[src/verilog/dmie_pkg.sv]
// Constants for the direct move / indirect load execution block.
// Assumes a core that presents one decoded instruction per instruction cycle.
// How it works
// - Direct move reads file register by 7-bit address
// - Destination bit zero: accumulator; one: same register
// - Direct move sets zero flag from moved value
// - Indirect load reads memory through selected pointer
// - Update code: pre-inc, pre-dec, post-inc, post-dec
// - Pre modes address pointer plus/minus one
// - Pointer ends old plus/minus one per mode
// - Offset form addresses pointer plus signed offset
// - Window registers alias pointer-addressed memory
// - Pointers are 16-bit and wrap around
// - Window registers hold no storage of their own
package dmie_pkg;
    localparam int dmie_data_w = 8;
    localparam int dmie_faddr_w = 7;
    localparam int dmie_ptr_w = 16;
    localparam int dmie_ofs_w = 6;
    // File addresses of the two indirect window registers
    localparam logic [6:0] dmie_window0_addr = 7'h00;
    localparam logic [6:0] dmie_window1_addr = 7'h01;
    // Pointer update codes
    localparam logic [1:0] dmie_upd_preinc = 2'h0;
    localparam logic [1:0] dmie_upd_predec = 2'h1;
    localparam logic [1:0] dmie_upd_postinc = 2'h2;
    localparam logic [1:0] dmie_upd_postdec = 2'h3;
    // Reset values
    localparam logic [15:0] dmie_ptr_rst = 16'h0000;
    localparam logic [7:0] dmie_acc_rst = 8'h00;
    // Read latency of the memory ports, in cycles
    localparam int dmie_mem_lat = 1;
    typedef enum logic [1:0] {
        dmie_idle_e = 2'b00,
        dmie_read_e = 2'b01,
        dmie_done_e = 2'b11
    } dmie_state_e;
endpackage : dmie_pkg

[src/verilog/dmie_exec.sv]
// Execution of the direct move and indirect load instructions.
// Assumes file registers and data memory answer a read one cycle after
// the strobe, and that the core holds a new instruction until done.
`timescale 1ns/1ps
`default_nettype none
module dmie_exec
    import dmie_pkg::*;
(
    // Clock and reset
    input wire logic clk,
    input wire logic rst,
    // Instruction issue
    input wire logic direct_move_instr,
    input wire logic indirect_load_instr,
    input wire logic [6:0] file_addr,
    input wire logic dest_sel,
    input wire logic ptr_sel,
    input wire logic rel_form,
    input wire logic [1:0] pointer_update_code,
    input wire logic [5:0] rel_offset,
    // File register port
    output logic file_rd,
    output logic [6:0] file_rd_addr,
    input wire logic [7:0] file_rd_data,
    output logic file_wr,
    output logic [6:0] file_wr_addr,
    output logic [7:0] file_wr_data,
    // Data memory port
    output logic mem_rd,
    output logic [15:0] mem_addr,
    input wire logic [7:0] mem_rd_data,
    output logic mem_wr,
    output logic [15:0] mem_wr_data_addr,
    output logic [7:0] mem_wr_data,
    // Results
    output logic [7:0] acc,
    output logic zero_flag,
    output logic done,
    output logic [15:0] pointer_reg0,
    output logic [15:0] pointer_reg1
);
    // Issue state and operands captured at the take edge
    dmie_state_e state_q, state_d;
    logic is_direct_q;
    logic dest_q;
    logic via_mem_q;
    logic [6:0] faddr_q;
    logic [15:0] ea_q;

    // Registered port strobes and results
    logic file_rd_q;
    logic file_wr_q;
    logic mem_rd_q;
    logic mem_wr_q;
    logic done_q;
    logic [7:0] acc_q;
    logic [7:0] wr_data_q;
    logic zero_q;
    logic [15:0] ptr0_q;
    logic [15:0] ptr1_q;

    // Decode and arithmetic nets
    wire logic [15:0] ptr0;
    wire logic [15:0] ptr1;
    wire logic [15:0] ptr_cur;
    wire logic [15:0] ptr_inc;
    wire logic [15:0] ptr_dec;
    wire logic [15:0] ofs_ext;
    wire logic upd_is_dec;
    wire logic upd_is_pre;
    wire logic [15:0] ind_ea;
    wire logic [15:0] ptr_new;
    wire logic ptr_upd;
    wire logic start_dir;
    wire logic start_ind;
    wire logic dir_window;
    wire logic dir_win_sel;
    wire logic [7:0] rd_val;

    // Issue decode; new work only while idle
    assign start_dir = (state_q == dmie_idle_e) && direct_move_instr;
    assign start_ind = (state_q == dmie_idle_e) && indirect_load_instr && !direct_move_instr;

    // Pointer arithmetic, modulo 2^16 by plain truncation
    assign ptr_cur = ptr_sel ? ptr1 : ptr0;
    assign ptr_inc = 16'(ptr_cur + 16'h0001);
    assign ptr_dec = 16'(ptr_cur - 16'h0001);
    assign ofs_ext = {{10{rel_offset[5]}}, rel_offset};
    assign upd_is_dec = pointer_update_code[0];
    assign upd_is_pre = (pointer_update_code == dmie_upd_preinc)
        || (pointer_update_code == dmie_upd_predec);

    // Effective address of the indirect load
    assign ind_ea = rel_form ? 16'(ptr_cur + ofs_ext)
        : (upd_is_pre ? (upd_is_dec ? ptr_dec : ptr_inc) : ptr_cur);

    // Pointer moves at the take edge; offset form leaves it alone
    assign ptr_new = upd_is_dec ? ptr_dec : ptr_inc;
    assign ptr_upd = start_ind && !rel_form;

    // Direct move naming a window register goes to memory instead
    assign dir_window = (file_addr == dmie_window0_addr) || (file_addr == dmie_window1_addr);
    assign dir_win_sel = (file_addr == dmie_window1_addr);
    assign rd_val = via_mem_q ? mem_rd_data : file_rd_data;

    dmie_ptr_file u_ptrs (
        .clk(clk),
        .rst(rst),
        .wr_en(ptr_upd),
        .wr_sel(ptr_sel),
        .wr_val(ptr_new),
        .ptr0(ptr0),
        .ptr1(ptr1)
    );

    // Sequence: strobe read, capture data, report done
    always_comb
    begin
        state_d = state_q;
        unique case (state_q)
            dmie_idle_e:
                if (start_dir || start_ind)
                    state_d = dmie_read_e;
            dmie_read_e:
                state_d = dmie_done_e;
            dmie_done_e:
                state_d = dmie_idle_e;
            default:
                state_d = dmie_idle_e;
        endcase
    end

    // Operand capture at issue
    always_ff @(posedge clk)
    begin
        if (rst)
        begin
            state_q <= dmie_idle_e;
            is_direct_q <= 1'b0;
            dest_q <= 1'b0;
            via_mem_q <= 1'b0;
            faddr_q <= 7'h00;
            ea_q <= dmie_ptr_rst;
        end
        else
        begin
            state_q <= state_d;
            if (start_dir || start_ind)
            begin
                is_direct_q <= start_dir;
                dest_q <= dest_sel;
                faddr_q <= file_addr;
                via_mem_q <= start_ind || dir_window;
                // Window read on a direct move uses the pointer as address
                ea_q <= start_ind ? ind_ea : (dir_win_sel ? ptr1 : ptr0);
            end
        end
    end

    // Port strobes and results, all registered
    always_ff @(posedge clk)
    begin
        if (rst)
        begin
            file_rd_q <= 1'b0;
            mem_rd_q <= 1'b0;
            file_wr_q <= 1'b0;
            mem_wr_q <= 1'b0;
            done_q <= 1'b0;
            acc_q <= dmie_acc_rst;
            wr_data_q <= 8'h00;
            zero_q <= 1'b0;
            ptr0_q <= dmie_ptr_rst;
            ptr1_q <= dmie_ptr_rst;
        end
        else
        begin
            file_rd_q <= start_dir && !dir_window;
            mem_rd_q <= start_ind || (start_dir && dir_window);
            file_wr_q <= 1'b0;
            mem_wr_q <= 1'b0;
            done_q <= (state_q == dmie_read_e);
            ptr0_q <= ptr0;
            ptr1_q <= ptr1;
            if (state_q == dmie_read_e)
            begin
                zero_q <= (rd_val == 8'h00);
                if (is_direct_q && dest_q)
                begin
                    // Write back; window target writes memory, never a register
                    file_wr_q <= !via_mem_q;
                    mem_wr_q <= via_mem_q;
                    wr_data_q <= rd_val;
                end
                else
                    acc_q <= rd_val;
            end
        end
    end

    // Fixed latency, no wait states on either destination
    assign file_rd = file_rd_q;
    assign file_rd_addr = faddr_q;
    assign file_wr = file_wr_q;
    assign file_wr_addr = faddr_q;
    assign file_wr_data = wr_data_q;

    // Data memory port; address held from issue until the next take
    assign mem_rd = mem_rd_q;
    assign mem_addr = ea_q;
    assign mem_wr = mem_wr_q;
    assign mem_wr_data_addr = ea_q;
    assign mem_wr_data = wr_data_q;

    // Results and pointer copies, one cycle behind the pointer file
    assign acc = acc_q;
    assign zero_flag = zero_q;
    assign done = done_q;
    assign pointer_reg0 = ptr0_q;
    assign pointer_reg1 = ptr1_q;
endmodule : dmie_exec
`default_nettype wire

[src/verilog/dmie_ptr_file.sv]
// Two 16-bit indirect pointers with one update port.
// Assumes a single updater on the core clock.
`timescale 1ns/1ps
`default_nettype none
module dmie_ptr_file
    import dmie_pkg::*;
(
    // Clock and reset
    input wire logic clk,
    input wire logic rst,
    // Update port
    input wire logic wr_en,
    input wire logic wr_sel,
    input wire logic [15:0] wr_val,
    // Current values
    output logic [15:0] ptr0,
    output logic [15:0] ptr1
);
    logic [15:0] ptr_q [2];

    // One register per pointer
    genvar gi;
    generate
        for (gi = 0; gi < 2; gi++)
        begin : g_ptr
            always_ff @(posedge clk)
            begin
                if (rst)
                    ptr_q[gi] <= dmie_ptr_rst;
                else if (wr_en && (wr_sel == 1'(gi)))
                    ptr_q[gi] <= wr_val;
            end
        end
    endgenerate

    assign ptr0 = ptr_q[0];
    assign ptr1 = ptr_q[1];
endmodule : dmie_ptr_file
`default_nettype wire
[config.mk]
export PLATFORM = sky130hd
export DESIGN_NAME = dmie_exec
export DESIGN_NICKNAME = d
export VERILOG_FILES = /design/src/verilog/dmie_pkg.sv /design/src/verilog/dmie_exec.sv /design/src/verilog/dmie_ptr_file.sv
export SDC_FILE = /design/constraint.sdc
export NUM_CORES = 1
export LEC_CHECK = 0
export BUFFER_PORTS_ARGS = -buffer_cell sky130_fd_sc_hd__buf_2
export CAP_MARGIN = 20
export CORE_ASPECT_RATIO = 1.25
export CORE_MARGIN = 2
export CORE_UTILIZATION = 40
export DETAILED_ROUTE_END_ITERATION = 16
export PLACE_DENSITY = 0.72
export REMOVE_ABC_BUFFERS = 1
export SYNTH_ARGS = -nofsm -noshare
export SYNTH_HDL_FRONTEND = slang
export SYNTH_SLANG_ARGS = --single-unit
[constraint.sdc]
create_clock -name clk -period 8 [get_ports clk]
set_input_delay 0.4 -clock clk [delete_from_list [all_inputs] [get_ports clk]]
set_output_delay 0.4 -clock clk [all_outputs]
set_load 0.02 [all_outputs]
# Yosys cells after proc, flatten, opt, wreduce, memory -nomap -nowiden
# Memory sizes are Yosys's and may differ from the RTL's.
# Index checks and enable logic that the tools add are counted.
# word_totals
register_bits	82
ramBits	32
inputBits	38
elab_cells	73
memories	1
# op_classes
n_addsub	3
n_eq_ne	4
n_mux	19
bitwise	5
reduce_logical	25
# memory_table
name	words	width	read_ports	rd_clocked_by_memory_dff	wr	line_no	source
u_ptrs.ptr_q	2	16	2	0	2	dmie_ptr_file.sv:19	logic [15:0] ptr_q [2];
# op_table
cell	count
$mux W16	8
$add A16 B1 Y16 const B	1
$add A16 B16 Y16	1
$sub A16 B1 Y16 const B	1
$logic_and A1 B1 Y1	9
$logic_not A8 Y1	1
$mux W1	8
$mux W8	1
$eq A7 B1 Y1 const B	1
$logic_not A7 Y1	1
$logic_or A1 B1 Y1	5
$eq A2 B1 Y1 const B	2
$logic_not A1 Y1	4
$logic_not A2 Y1	2
$pmux W2 S2	1
$reduce_and A2 Y1	2
$not A1 Y1	3
$reduce_or A3 Y1	1
$mux W2	1
$ne A2 B1 Y1 const B	1
$or A1 B1 Y1	2

# Longest topological paths before layout
# Gate-level depths: netlist (run 1).
# depth
depth_word	9
mapped_depth	12
ltp_nobuf	11

# Hierarchy
# From an unflattened synthesis (run 1), not the netlist that was laid out.
# hier_totals
cells_unflattened	698
area_unflattened_um2	6374.9
# modules_own_cells
mod	n_inst	cells_per_inst	area_each_um2	seq_area_each_um2
dmie_exec	1	610	5138.7	1641.6
dmie_ptr_file	1	88	1236.2	960.9

# Worst setup path before layout (run 1)
# No wires, ideal clock.
# synth_path
path_type	input to register
from	in ptr_sel
to	mem u_ptrs.ptr_q[0][15], data pin
setup_time_ns	0.260
t_arrival_ns	3.152
required_ns	7.740
path_slack_ns	4.588
stages	12
path_buffers	3
path_cell_list	clkbuf_1 -> buf_1 -> mux2_2 -> ha_1 -> clkbuf_1 -> o21ai_0 -> o21a_1 -> o211ai_1 -> nand4b_1 -> a311oi_4 -> xor2_1 -> nor2_1
# synth_lines
element	line_no	source
start, declared	dmie_exec.sv:17	input wire logic ptr_sel,
end, declared	dmie_ptr_file.sv:19	

==> results of run 1 <==
stage by stage:
step | instances | total power [uW]
2_1_floorplan | 624 | 926
3_3_place_gp | 985 | 1050
3_5_place_dp | 985 | 1060
4_1_cts | 1017 | 1750
5_1_grt | 1017 | 1820
6_report | 1017 | 1740
critical path, stage by stage:
cell,delay (ps)
sky130_fd_sc_hd__buf_2,440
sky130_fd_sc_hd__mux2_2,440
sky130_fd_sc_hd__ha_1,350
sky130_fd_sc_hd__a21oi_1,210
sky130_fd_sc_hd__o22ai_1,130
sky130_fd_sc_hd__o41a_1,390
sky130_fd_sc_hd__mux2i_1,140
sky130_fd_sc_hd__a2111oi_0,920
sky130_fd_sc_hd__and3b_1,290
final timing paths:
path	from	cells after the start	slack, ps	end
setup / recovery	ptr_sel	9	4550	u_ptrs.ptr_q[0][11]
hold / removal	dest_sel	3	220	dest_q
setup reg to reg	u_ptrs.ptr_q[1][0]	10	4670	u_ptrs.ptr_q[0][14]
hold reg to reg	file_rd_addr[3]	2	470	file_rd_addr[3]
flip-flops by register name, summed over array words and instances (netlist names):
register      count
mem_addr         16
done              1
acc               8
u_ptrs.ptr_q     32
is_direct_q       1
zero_flag         1
mem_wr            1
via_mem_q         1
file_rd           1
dest_q            1
file_wr_data      8
mem_rd            1
state_q           2
pointer_reg0     16
file_rd_addr      7
file_wr           1
pointer_reg1     16
layout make-up:
class	count	area [um^2]
tap	212	265
sequential	114	2600
clock buffer	20	467
fill	1464	7990
timing repair buffer	149	756
inverter	14	52.6
clock inverter	12	78.8
multi-input combinational	496	3300
cells by family after synthesis:
kind of cell,after synthesis
simple gates,229
xor+xnor,24
mux,40
compound gates,172
buf+inv,80
fa+ha+maj,31
flops,114
Yosys cell counts, types with 3 or more instances:
cell type                  number  area [um^2]
sky130_fd_sc_hd__buf_1          3         11.3
sky130_fd_sc_hd__inv_1         14         52.6
sky130_fd_sc_hd__mux2i_1       23          230
sky130_fd_sc_hd__a22oi_1        4         30.0
sky130_fd_sc_hd__edfxtp_1      32          961
sky130_fd_sc_hd__a311oi_1       5         43.8
sky130_fd_sc_hd__nand4_1        5         31.3
sky130_fd_sc_hd__and2_1         5         31.3
sky130_fd_sc_hd__nand2b_1       5         31.3
sky130_fd_sc_hd__a31oi_1        3         18.8
sky130_fd_sc_hd__or4_1          3         22.5
sky130_fd_sc_hd__ha_1          29          363
sky130_fd_sc_hd__xnor2_1       13          114
sky130_fd_sc_hd__nor3_1         9         45.0
sky130_fd_sc_hd__nor2b_1       32          200
sky130_fd_sc_hd__and3_1         3         18.8
sky130_fd_sc_hd__mux2_2        17          191
sky130_fd_sc_hd__xor2_1        11         96.3
sky130_fd_sc_hd__o21a_1         7         52.6
sky130_fd_sc_hd__a21o_1        11         82.6
sky130_fd_sc_hd__nor4_1         6         37.5
sky130_fd_sc_hd__o21bai_1       3         22.5
sky130_fd_sc_hd__a221oi_1       4         35.0
sky130_fd_sc_hd__or3_1          3         18.8
sky130_fd_sc_hd__buf_4         31          233
sky130_fd_sc_hd__clkbuf_1      30          113
sky130_fd_sc_hd__a21oi_1       47          235
sky130_fd_sc_hd__a211oi_1      27          203
sky130_fd_sc_hd__dfxtp_1       82         1640
sky130_fd_sc_hd__nand2_1       51          191
sky130_fd_sc_hd__o211ai_1       8         60.1
sky130_fd_sc_hd__nor2_1        82          308
sky130_fd_sc_hd__o21ai_0       32          160
sky130_fd_sc_hd__o221ai_1       3         26.3
sky130_fd_sc_hd__nand3_1       14         70.1
power groups by stage:
stage	clock, uW	sequential, uW	combinational [uW]
2_1_floorplan	0	717	209
6_report	695	658	390
3_3_place_gp	0	670	382
4_1_cts	703	659	389
5_1_grt	728	664	429
3_5_place_dp	0	670	387
per-layer routing:
layer  wire length [um]  up-vias  track usage
met1               6600     2580        0.218
met3               1040       22       0.0457
met4                292        2       0.0752
met5                 11        -            0
li1                   -     2676            -
met2               8120      201        0.339
==> summary.md, run 1 <==
| Metric | Value |
|---|---|
| Result of the run | `finished, final reports clean` |
| Initial DRT Pass Iterations | `5` |
| Post-route cell area | `between 7000 and 8000 um^2` |
| Global-route wire length before repair | `between 20 and 25 mm` |
| Fraction of synthesis flops using an asynchronous set or reset pin | `0` |
| Summed instance area of the synthesized netlist | `around 6300 um^2` |
| LEAKAGE | `0.00335 uW` |
| Final hold violation count | `0` |
| Post-CTS setup-driven buffer insertion count | `0` |
| Cell at the root of the clock tree | `sky130_fd_sc_hd__clkbuf_16` |
| Post-CTS resize count | `0` |
| Fraction of layout instances using a drive strength above 1 | `0.256` |
| Number of placed I/O pins | `around 150` |
| Final Cycle Share | `0.432` |
| Comb pwr share | `0.224` |
| Yosys Warn Count | `0` |
| Class of the most critical setup path | `primary input to flip-flop` |
| Mean cell area of the mapped netlist | `~9.1 um^2` |
| Crit path required time | `between 8000 and 9000 ps` |
| Post-synth top flop | `sky130_fd_sc_hd__dfxtp_1` |
| Max-capacitance violation count | `0` |
| Num CTS Buffers | `17` |
| Clock power frac | `0.399` |
| Timing-limited maximum frequency | `290 MHz` |
| Max-slew violation count | `0` |
| Unrepaired setup endpoints after global routing | `false` |
| Post-synthesis mux area share | `0.0668` |
| Fraction of synthesized cell area in xor and xnor cells | `0.0333` |
| Cell area reported after detailed placement | `6970 um^2` |
| Clock edge transition at the registers on the reported setup and hold paths | `about 50 ps` |
| Post-CTS Hold Fix Bufs | `0` |
| Global route overflow | `0` |
| Final total negative setup slack | `0 ps` |
| Smallest hold slack | `approximately 220 ps` |
| Commonest non-fill, non-tap cell in the layout | `sky130_fd_sc_hd__buf_2` |
| Routed len/inst | `~16 um` |
| HP Class | `primary input to flip-flop` |
| Final critical delay including setup and external delays | `3450 ps` |
| Pin count of the biggest net entering global routing | `60` |
| FP Rows | `51` |
| Worst path arrival time | `roughly 3700 ps` |
| Post-DP HPWL | `around 12 mm` |
| Sw Share | `0.316` |
| Post-layout util | `0.485` |
| Pwr/cell area | `232 nW/um^2` |
| Wirelength, routed | `approximately 16 mm` |
| Worst-case setup margin in the final layout | `about 4500 ps` |
| Setup crit start kind | `primary input` |
| Die Area | `around 17000 um^2` |
| Distinct cell type count after synthesis | `60` |
| Internal power | `roughly 1200 uW` |
| Maximum level of the CTS H-tree | `4` |
| Post-route DRC | `0` |
| Overall via count from detail_route | `5481` |
| Clock network latency to the later pin of the worst-skew pair | `420 ps` |
| Antenna cells | `0` |
| # setup viols final | `0` |
| Share of power burned in registers | `0.378` |
| Vertical die dimension | `144 um` |
| Combinational family with the most area after synthesis | `compound AO/OA/AOI/OAI gates` |
| Vias per std cell | `5.39` |
| Maximum root-to-sink buffer count | `2` |
| DRT antenna net count | `0` |
| Post-synthesis sequential element count | `114` |
| VDD IR max | `150 uV` |
| GR Util All Layers | `0.191` |
| Commonest cells after routing, fill and taps aside | `sky130_fd_sc_hd__buf_2 (145), sky130_fd_sc_hd__nor2_1 (82), sky130_fd_sc_hd__dfxtp_1 (82), sky130_fd_sc_hd__nand2_1 (51), sky130_fd_sc_hd__a21oi_1 (47)` |
| Sequential-to-total area share from yosys stat | `0.412` |
| Slew at the pin closest to its max-slew limit | `around 1100 ps` |
| Setup crit end kind | `flip-flop` |
| Buffers on Ports | `about 150` |
| Clock sink count | `114` |
| Initial cell density of the core | `0.407` |
| Number of global-route vias before repair | `4993` |
| Core region area | `between 15000 and 20000 um^2` |
| Fin Clk Skew | `approximately 11 ps` |
| Clock tree from TritonCTS | `yes` |
| Post-synthesis share of cell area spent on full adders, half adders and majority gates | `0.0638` |
| Initial antenna violation count | `1` |
| Post-synthesis instance total | `690` |
| Compound-cell area share of the yosys netlist | `0.182` |
| DRC violation total after the first TritonRoute iteration | `between 400 and 500` |
| Area fraction in and, or, nand and nor cells after synthesis | `0.175` |
| Area added between synthesis and finish | `19.1%` |
| Routability Congestion | `just under 0.9` |
| Final net count | `roughly 860` |
| Worst-case setup slack after placement | `4120 ps` |
| Worst Path Max Fanout | `22` |
| Total net switching power | `between 500 and 600 uW` |
| Worst slew slack as a fraction of its limit | `0.273` |
| Die boundary width | `116 um` |
| Number of enable flip-flop cells after synthesis | `32` |
(Power assumes the default switching activity.)
==> inputs of run 2 (changes only) <==
--- a/config.mk
+++ b/config.mk
@@ -5,6 +5,7 @@
 export SDC_FILE = /design/constraint.sdc
 export NUM_CORES = 1
 export LEC_CHECK = 0
+export ABC_AREA = 1
 export BUFFER_PORTS_ARGS = -buffer_cell sky130_fd_sc_hd__buf_2
 export CAP_MARGIN = 20
 export CORE_ASPECT_RATIO = 1.25
==> constraint.sdc (replaced) <==
create_clock -name clk -period 3.2 [get_ports clk]
set_input_delay 0.16 -clock clk [delete_from_list [all_inputs] [get_ports clk]]
set_output_delay 0.16 -clock clk [all_outputs]
set_load 0.02 [all_outputs]
==> summary.md, run 2 <==
| Metric | Value |
|---|---|
| Synth area leader | `sky130_fd_sc_hd__dfxtp_1` |
| Fraction of layout instances using a drive strength above 1 | `0.212` |
| Clock network latency to the later pin of the worst-skew pair | `420 ps` |
| Wirelength, routed | `approximately 18 mm` |
| Post-synthesis instance total | `around 890` |
| Num CTS Buffers | `17` |
| Worst reg2reg setup slack | `around 650 ps` |
| Post-CTS resize count | `0` |
| Global-route wire length before repair | `28.4 mm` |
| FP Rows | `52` |
| Initial DRT Pass Iterations | `5` |
| Post-route DRC | `0` |
| Commonest non-fill, non-tap cell in the layout | `sky130_fd_sc_hd__nand2_1` |
| Post-layout util | `0.484` |
| Summed instance area of the synthesized netlist | `approximately 6500 um^2` |
| Clock tree from TritonCTS | `yes` |
| Number of stages on the worst hold path | `3` |
| Final hold violation count | `0` |
| Number of placed I/O pins | `between 100 and 150` |
| Fin Clk Skew | `roughly 12 ps` |
| Final Cycle Share | `0.796` |
| Distinct cell type count after synthesis | `between 40 and 50` |
| Launch point of the worst hold path | `dest_sel` |
| Yosys Warn Count | `0` |
| Mean cell area of the mapped netlist | `around 7.4 um^2` |
| Number of global-route vias before repair | `approximately 5900` |
| Worst Path Max Fanout | `5` |
| HP Class | `primary input to flip-flop` |
| Global route overflow | `0` |
| Area added between synthesis and finish | `19.4%` |
| Routability Congestion | `0.991` |
| Dominant cells by area after synthesis | `sky130_fd_sc_hd__dfxtp_1 (25%), sky130_fd_sc_hd__edfxtp_1 (15%), sky130_fd_sc_hd__nand2_1 (9.6%)` |
| Crit path required time | `~3500 ps` |
| # setup viols final | `0` |
| Setup crit start kind | `flip-flop` |
| Post-synthesis mux area share | `0.00306` |
| DRC violation total after the first TritonRoute iteration | `about 420` |
| Worst hold path endpoint | `dest_q` |
| Maximum root-to-sink buffer count | `2` |
| Clock sink count | `approximately 110` |
| Top-area cell type share of the netlist area | `0.251` |
| Post-CTS setup-driven buffer insertion count | `0` |
| Buffers on Ports | `roughly 150` |
| Unrepaired setup endpoints after global routing | `false` |
| Maximum level of the CTS H-tree | `4` |
| Area fraction in and, or, nand and nor cells after synthesis | `0.240` |
| Post-synthesis share of cell area spent on full adders, half adders and majority gates | `0.0616` |
| Antenna cells | `0` |
| Leading cell type by number of instances after synthesis | `sky130_fd_sc_hd__nand2_1` |
| Post-CTS Hold Fix Bufs | `0` |
| Compound-cell area share of the yosys netlist | `0.161` |
| Worst path arrival time | `roughly 2900 ps` |
| Commonest cells after routing, fill and taps aside | `sky130_fd_sc_hd__nand2_1 (167), sky130_fd_sc_hd__buf_2 (145), sky130_fd_sc_hd__nor2_1 (118), sky130_fd_sc_hd__inv_1 (97), sky130_fd_sc_hd__o21ai_0 (87)` |
| Capture instance of the worst register-to-register path | `mem_addr[11]` |
| Die boundary width | `roughly 120 um` |
| Worst r2r path cells | `17` |
| Vertical die dimension | `about 150 um` |
| Result of the run | `finished, final reports clean` |
| Setup crit end kind | `flip-flop` |
| Worst slew slack as a fraction of its limit | `0.421` |
| Cell area reported after detailed placement | `~7200 um^2` |
| Top post-synthesis cells by count | `sky130_fd_sc_hd__nand2_1 (167), sky130_fd_sc_hd__nor2_1 (118), sky130_fd_sc_hd__inv_1 (97)` |
| GR Util All Layers | `0.205` |
| Post-synth top flop | `sky130_fd_sc_hd__dfxtp_1` |
| Post-DP HPWL | `approximately 13 mm` |
| Cell at the root of the clock tree | `sky130_fd_sc_hd__clkbuf_16` |
| Die Area | `around 17000 um^2` |
| Max-capacitance violation count | `0` |
| Timing-limited maximum frequency | `slightly below 400 MHz` |
| Overall via count from detail_route | `~6200` |
| Pin count of the biggest net entering global routing | `53` |
| Sequential-to-total area share from yosys stat | `0.398` |
| FF-to-FF Start | `u_ptrs.ptr_q[0][1]` |
| Post-route cell area | `between 7000 and 8000 um^2` |
| Final net count | `around 1100` |
| Routed len/inst | `14.5 um` |
| Core region area | `about 16000 um^2` |
| Initial cell density of the core | `0.406` |
| Vias per std cell | `5.05` |
| Most flops, register | `u_ptrs.ptr_q` |
| Post-synthesis sequential element count | `about 110` |
| Class of the most critical setup path | `flip-flop to flip-flop` |
| Overall power | `~4500 uW` |
| Slew at the pin closest to its max-slew limit | `approximately 870 ps` |
| Clock edge transition at the registers on the reported setup and hold paths | `60 ps` |
| Fraction of synthesized cell area in xor and xnor cells | `0.0210` |
| Max-slew violation count | `0` |
| Combinational family with the most area after synthesis | `simple AND/OR/NAND/NOR gates` |
| LEAKAGE | `between 0.003 and 0.004 uW` |
| DRT antenna net count | `0` |
| Final total negative setup slack | `0 ps` |
| Fraction of synthesis flops using an asynchronous set or reset pin | `0` |
| VDD IR max | `~350 uV` |
| Pwr/cell area | `570 nW/um^2` |
| Final critical delay including setup and external delays | `around 2500 ps` |
| Number of enable flip-flop cells after synthesis | `32` |
| Initial antenna violation count | `1` |
| Flip-flop count of the largest register, all copies and words added | `32` |
==> run 2: cell count changes in the layout (fill, tap and decap cells not counted), sizes merged, moves of 28 or more <==
cell and change:
nor2 +37, nand2 +130, nand3 +28, inv +86, o21ai +64, a21oi +32, nor2b -32
==> run 2: cell type report <==
type / count / area [um^2]
timing repair buffer: 154 / 806
clock buffer: 20 / 478
multi-input combinational: 611 / 3180
inverter: 101 / 382
sequential: 114 / 2600
tap: 216 / 270
fill: 1606 / 8320
clock inverter: 12 / 95.1
==> run 2: how the worst max path moves through the flow <==
stage                       startpoint                 end  slack [ps]  cells past startpoint
floorplan                   state_q[1]  u_ptrs.ptr_q[1][0]         660                      5
global placement               ptr_sel        mem_addr[12]         410                     11
detailed placement             ptr_sel        mem_addr[12]         380                     11
CTS                 u_ptrs.ptr_q[0][1]        mem_addr[14]         660                     13
global route        u_ptrs.ptr_q[0][1]         mem_addr[6]         290                     12
finish              u_ptrs.ptr_q[0][1]        mem_addr[11]         650                     17
==> run 2: critical path: stages (launching register included) <==
cell                       delay, ps
sky130_fd_sc_hd__edfxtp_1        340
sky130_fd_sc_hd__inv_1            60
sky130_fd_sc_hd__o21ai_0         620
sky130_fd_sc_hd__ha_1            380
sky130_fd_sc_hd__nand2_1          70
sky130_fd_sc_hd__inv_1            60
sky130_fd_sc_hd__nand2_4          70
sky130_fd_sc_hd__nand2_4          60
sky130_fd_sc_hd__nand2_2          90
sky130_fd_sc_hd__nand2_4          80
sky130_fd_sc_hd__nand2_2          70
sky130_fd_sc_hd__nand2_1          50
sky130_fd_sc_hd__nand2_1          70
sky130_fd_sc_hd__nand3_1         100
sky130_fd_sc_hd__nand2_1         120
sky130_fd_sc_hd__nand3_1          70
sky130_fd_sc_hd__nand2_1          90
sky130_fd_sc_hd__a21oi_2          50
==> run 2: logic make-up (layout without fill, tap and decap cells) <==
| logic type | Yosys count | in the layout |
|---|---|---|
| simple gates | 368 | 368 |
| compound gates | 196 | 196 |
| buf+inv | 164 | 287 |
| flops | 114 | 114 |
| fa+ha+maj | 31 | 31 |
| xor+xnor | 14 | 14 |
| mux | 2 | 2 |
==> run 2: power by group <==
| part | total, uW | leakage, uW | switching, uW | internal [uW] |
|---|---|---|---|---|
| Clock | 1810 | 0.000287 | 721 | 1090 |
| Sequential | 1640 | 0.00101 | 54.4 | 1580 |
| Combinational | 1010 | 0.00261 | 680 | 326 |
==> run 2: per-stage QoR <==
stage,cells,hold WS [ps],setup slack (ps)
final,1228,11.6,653
after global routing,1228,7.83,290
after CTS,1228,1.34,661
after detailed placement,1196,429,382
after global placement,1196,424,414
after floorplan,826,229,656
==> run 2: per-layer routing <==
metal  global-route usage  wire length (um)  share of wire
met1                0.224              6990           0.39
met2                0.375              9090           0.51
met3               0.0427              1160          0.065
met4               0.0988               511          0.029
met5                    0                 7        0.00039
==> inputs of run 3 (changes only) <==
--- a/config.mk
+++ b/config.mk
@@ -5,7 +5,7 @@
 export SDC_FILE = /design/constraint.sdc
 export NUM_CORES = 1
 export LEC_CHECK = 0
-export ABC_AREA = 1
+export ABC_AREA = 0
 export BUFFER_PORTS_ARGS = -buffer_cell sky130_fd_sc_hd__buf_2
 export CAP_MARGIN = 20
 export CORE_ASPECT_RATIO = 1.25
==> constraint.sdc (replaced) <==
create_clock -name clk -period 2.7 [get_ports clk]
set_input_delay 0.135 -clock clk [delete_from_list [all_inputs] [get_ports clk]]
set_output_delay 0.135 -clock clk [all_outputs]
set_load 0.02 [all_outputs]
==> summary.md, run 3 (synthesis gave the netlist of run 1 again) <==
| Metric | Value |
|---|---|
| Result of the run | `complete, but fails checks` |
| Failing checks | `setup timing` |
| Most flops, register | `u_ptrs.ptr_q` |
| Worst slew slack as a fraction of its limit | `0.524` |
| Pin count of the biggest net entering global routing | `between 50 and 60` |
| Overall via count from detail_route | `6093` |
| Fraction of layout instances using a drive strength above 1 | `0.414` |
| Maximum root-to-sink buffer count | `2` |
| Initial cell density of the core | `0.407` |
| Final net count | `1001` |
| LEAKAGE | `just over 0.004 uW` |
| Num CTS Buffers | `17` |
| Final critical delay including setup and external delays | `~2800 ps` |
| Final Cycle Share | `1.05` |
| Clock tree from TritonCTS | `yes` |
| Worst Path Max Fanout | `4` |
| Max-slew violation count | `0` |
| Number of global-route vias before repair | `between 5000 and 6000` |
| Flip-flop count of the largest register, all copies and words added | `32` |
| Number of placed I/O pins | `around 150` |
| Unrepaired setup endpoints after global routing | `true` |
| Global route overflow | `0` |
| Routability Congestion | `approximately 0.91` |
| Commonest cells after routing, fill and taps aside | `sky130_fd_sc_hd__buf_2 (145), sky130_fd_sc_hd__buf_4 (130), sky130_fd_sc_hd__nor2_1 (82), sky130_fd_sc_hd__dfxtp_1 (82), sky130_fd_sc_hd__nand2_1 (51)` |
| Crit path required time | `~3000 ps` |
| VDD IR max | `~470 uV` |
| Vertical die dimension | `144 um` |
| Wirelength, routed | `around 19 mm` |
| Setup crit end kind | `flip-flop` |
| DRC violation total after the first TritonRoute iteration | `between 300 and 400` |
| Cell area reported after detailed placement | `7800 um^2` |
| Antenna cells | `0` |
| Area added between synthesis and finish | `43.4%` |
| Die boundary width | `between 100 and 150 um` |
| Pwr/cell area | `roughly 630 nW/um^2` |
| # setup viols final | `17` |
| Post-route DRC | `0` |
| Max-capacitance violation count | `0` |
| Fin Clk Skew | `about 15 ps` |
| FP Rows | `51` |
| HP Class | `primary input to flip-flop` |
| Final total negative setup slack | `-1110 ps` |
| Smallest hold slack | `33.6 ps` |
| Clock sink count | `114` |
| Class of the most critical setup path | `flip-flop to flip-flop` |
| Buffers on Ports | `~150` |
| Post-route cell area | `just over 9000 um^2` |
| Global-route wire length before repair | `roughly 29 mm` |
| Final hold violation count | `0` |
| Slew at the pin closest to its max-slew limit | `714 ps` |
| Post-layout util | `0.584` |
| Clock edge transition at the registers on the reported setup and hold paths | `~60 ps` |
| Clock network latency to the later pin of the worst-skew pair | `approximately 410 ps` |
| Core region area | `around 16000 um^2` |
| Maximum level of the CTS H-tree | `4` |
| GR Util All Layers | `0.218` |
| Vias per std cell | `about 5.3` |
| Routed len/inst | `between 15 and 20 um` |
| Worst-case setup margin in the final layout | `-135 ps` |
| Worst path arrival time | `around 3100 ps` |
| DRT antenna net count | `0` |
| Cell at the root of the clock tree | `sky130_fd_sc_hd__clkbuf_16` |
| Setup crit start kind | `flip-flop` |
| Die Area | `roughly 17000 um^2` |
| Initial DRT Pass Iterations | `7` |
| Worst-case setup slack after placement | `-460 ps` |
| Commonest non-fill, non-tap cell in the layout | `sky130_fd_sc_hd__buf_2` |
| Post-DP HPWL | `roughly 13 mm` |
| Timing-limited maximum frequency | `~350 MHz` |
| Initial antenna violation count | `1` |
[run 3: layout make-up]
| class | instances | area (um^2) |
|---|---|---|
| fill | 1257 | 6450 |
| multi-input combinational | 496 | 3700 |
| sequential | 114 | 2600 |
| clock buffer | 23 | 499 |
| clock inverter | 9 | 77.6 |
| timing repair buffer | 289 | 1850 |
| inverter | 14 | 52.6 |
| tap | 212 | 265 |
[run 3: worst paths after layout]
kind / from / to / slack [ps] / cells past startpoint
setup / recovery: u_ptrs.ptr_q[0][1] / mem_addr[12] / -140 / 12
hold / removal: file_addr[0] / file_rd_addr[0] / 30 / 3
setup reg to reg: u_ptrs.ptr_q[0][1] / mem_addr[12] / -140 / 12
hold reg to reg: file_rd_addr[3] / file_rd_addr[3] / 470 / 2
[run 3: worst max-delay path: stages (launching register included)]
cell and delay (ps):
sky130_fd_sc_hd__edfxtp_1 420, sky130_fd_sc_hd__mux2_4 310, sky130_fd_sc_hd__buf_6 140, sky130_fd_sc_hd__buf_6 110
sky130_fd_sc_hd__fa_2 350, sky130_fd_sc_hd__a211oi_2 230, sky130_fd_sc_hd__buf_4 150, sky130_fd_sc_hd__or3_4 130
sky130_fd_sc_hd__a41oi_4 110, sky130_fd_sc_hd__or4_4 460, sky130_fd_sc_hd__o21ai_4 80, sky130_fd_sc_hd__a221o_1 190
sky130_fd_sc_hd__a21oi_2 40
[run 3: stage by stage]
step,total power [uW],instances
after CTS,5620,1150
final,5730,1157
after floorplan,2740,624
after global routing,5980,1157
after detailed placement,3340,1095
after global placement,3320,1095
[run 3: report_power, final]
part	switching, uW	total [uW]	internal, uW
Sequential	77.9	1950	1880
Combinational	895	1610	713
Clock	785	2170	1390
Total	1760	5730	3970
[run 3: layer usage]
layer,up-vias,track usage,wire length (um)
met4,2,0.0965,512
li1,2955,-,-
met2,270,0.393,9630
met5,-,0,13
met3,46,0.0436,1140
met1,2820,0.246,7530
[run 3: repair_timing]
action | in CTS | in global routing
hold endpoints to repair | 7 | 0
setup endpoints to repair | 21 | 29
pin swaps | 26 | 29
hold buffers | 7 | 0
gates resized for setup | 42 | 44
buffers inserted | 16 | 10
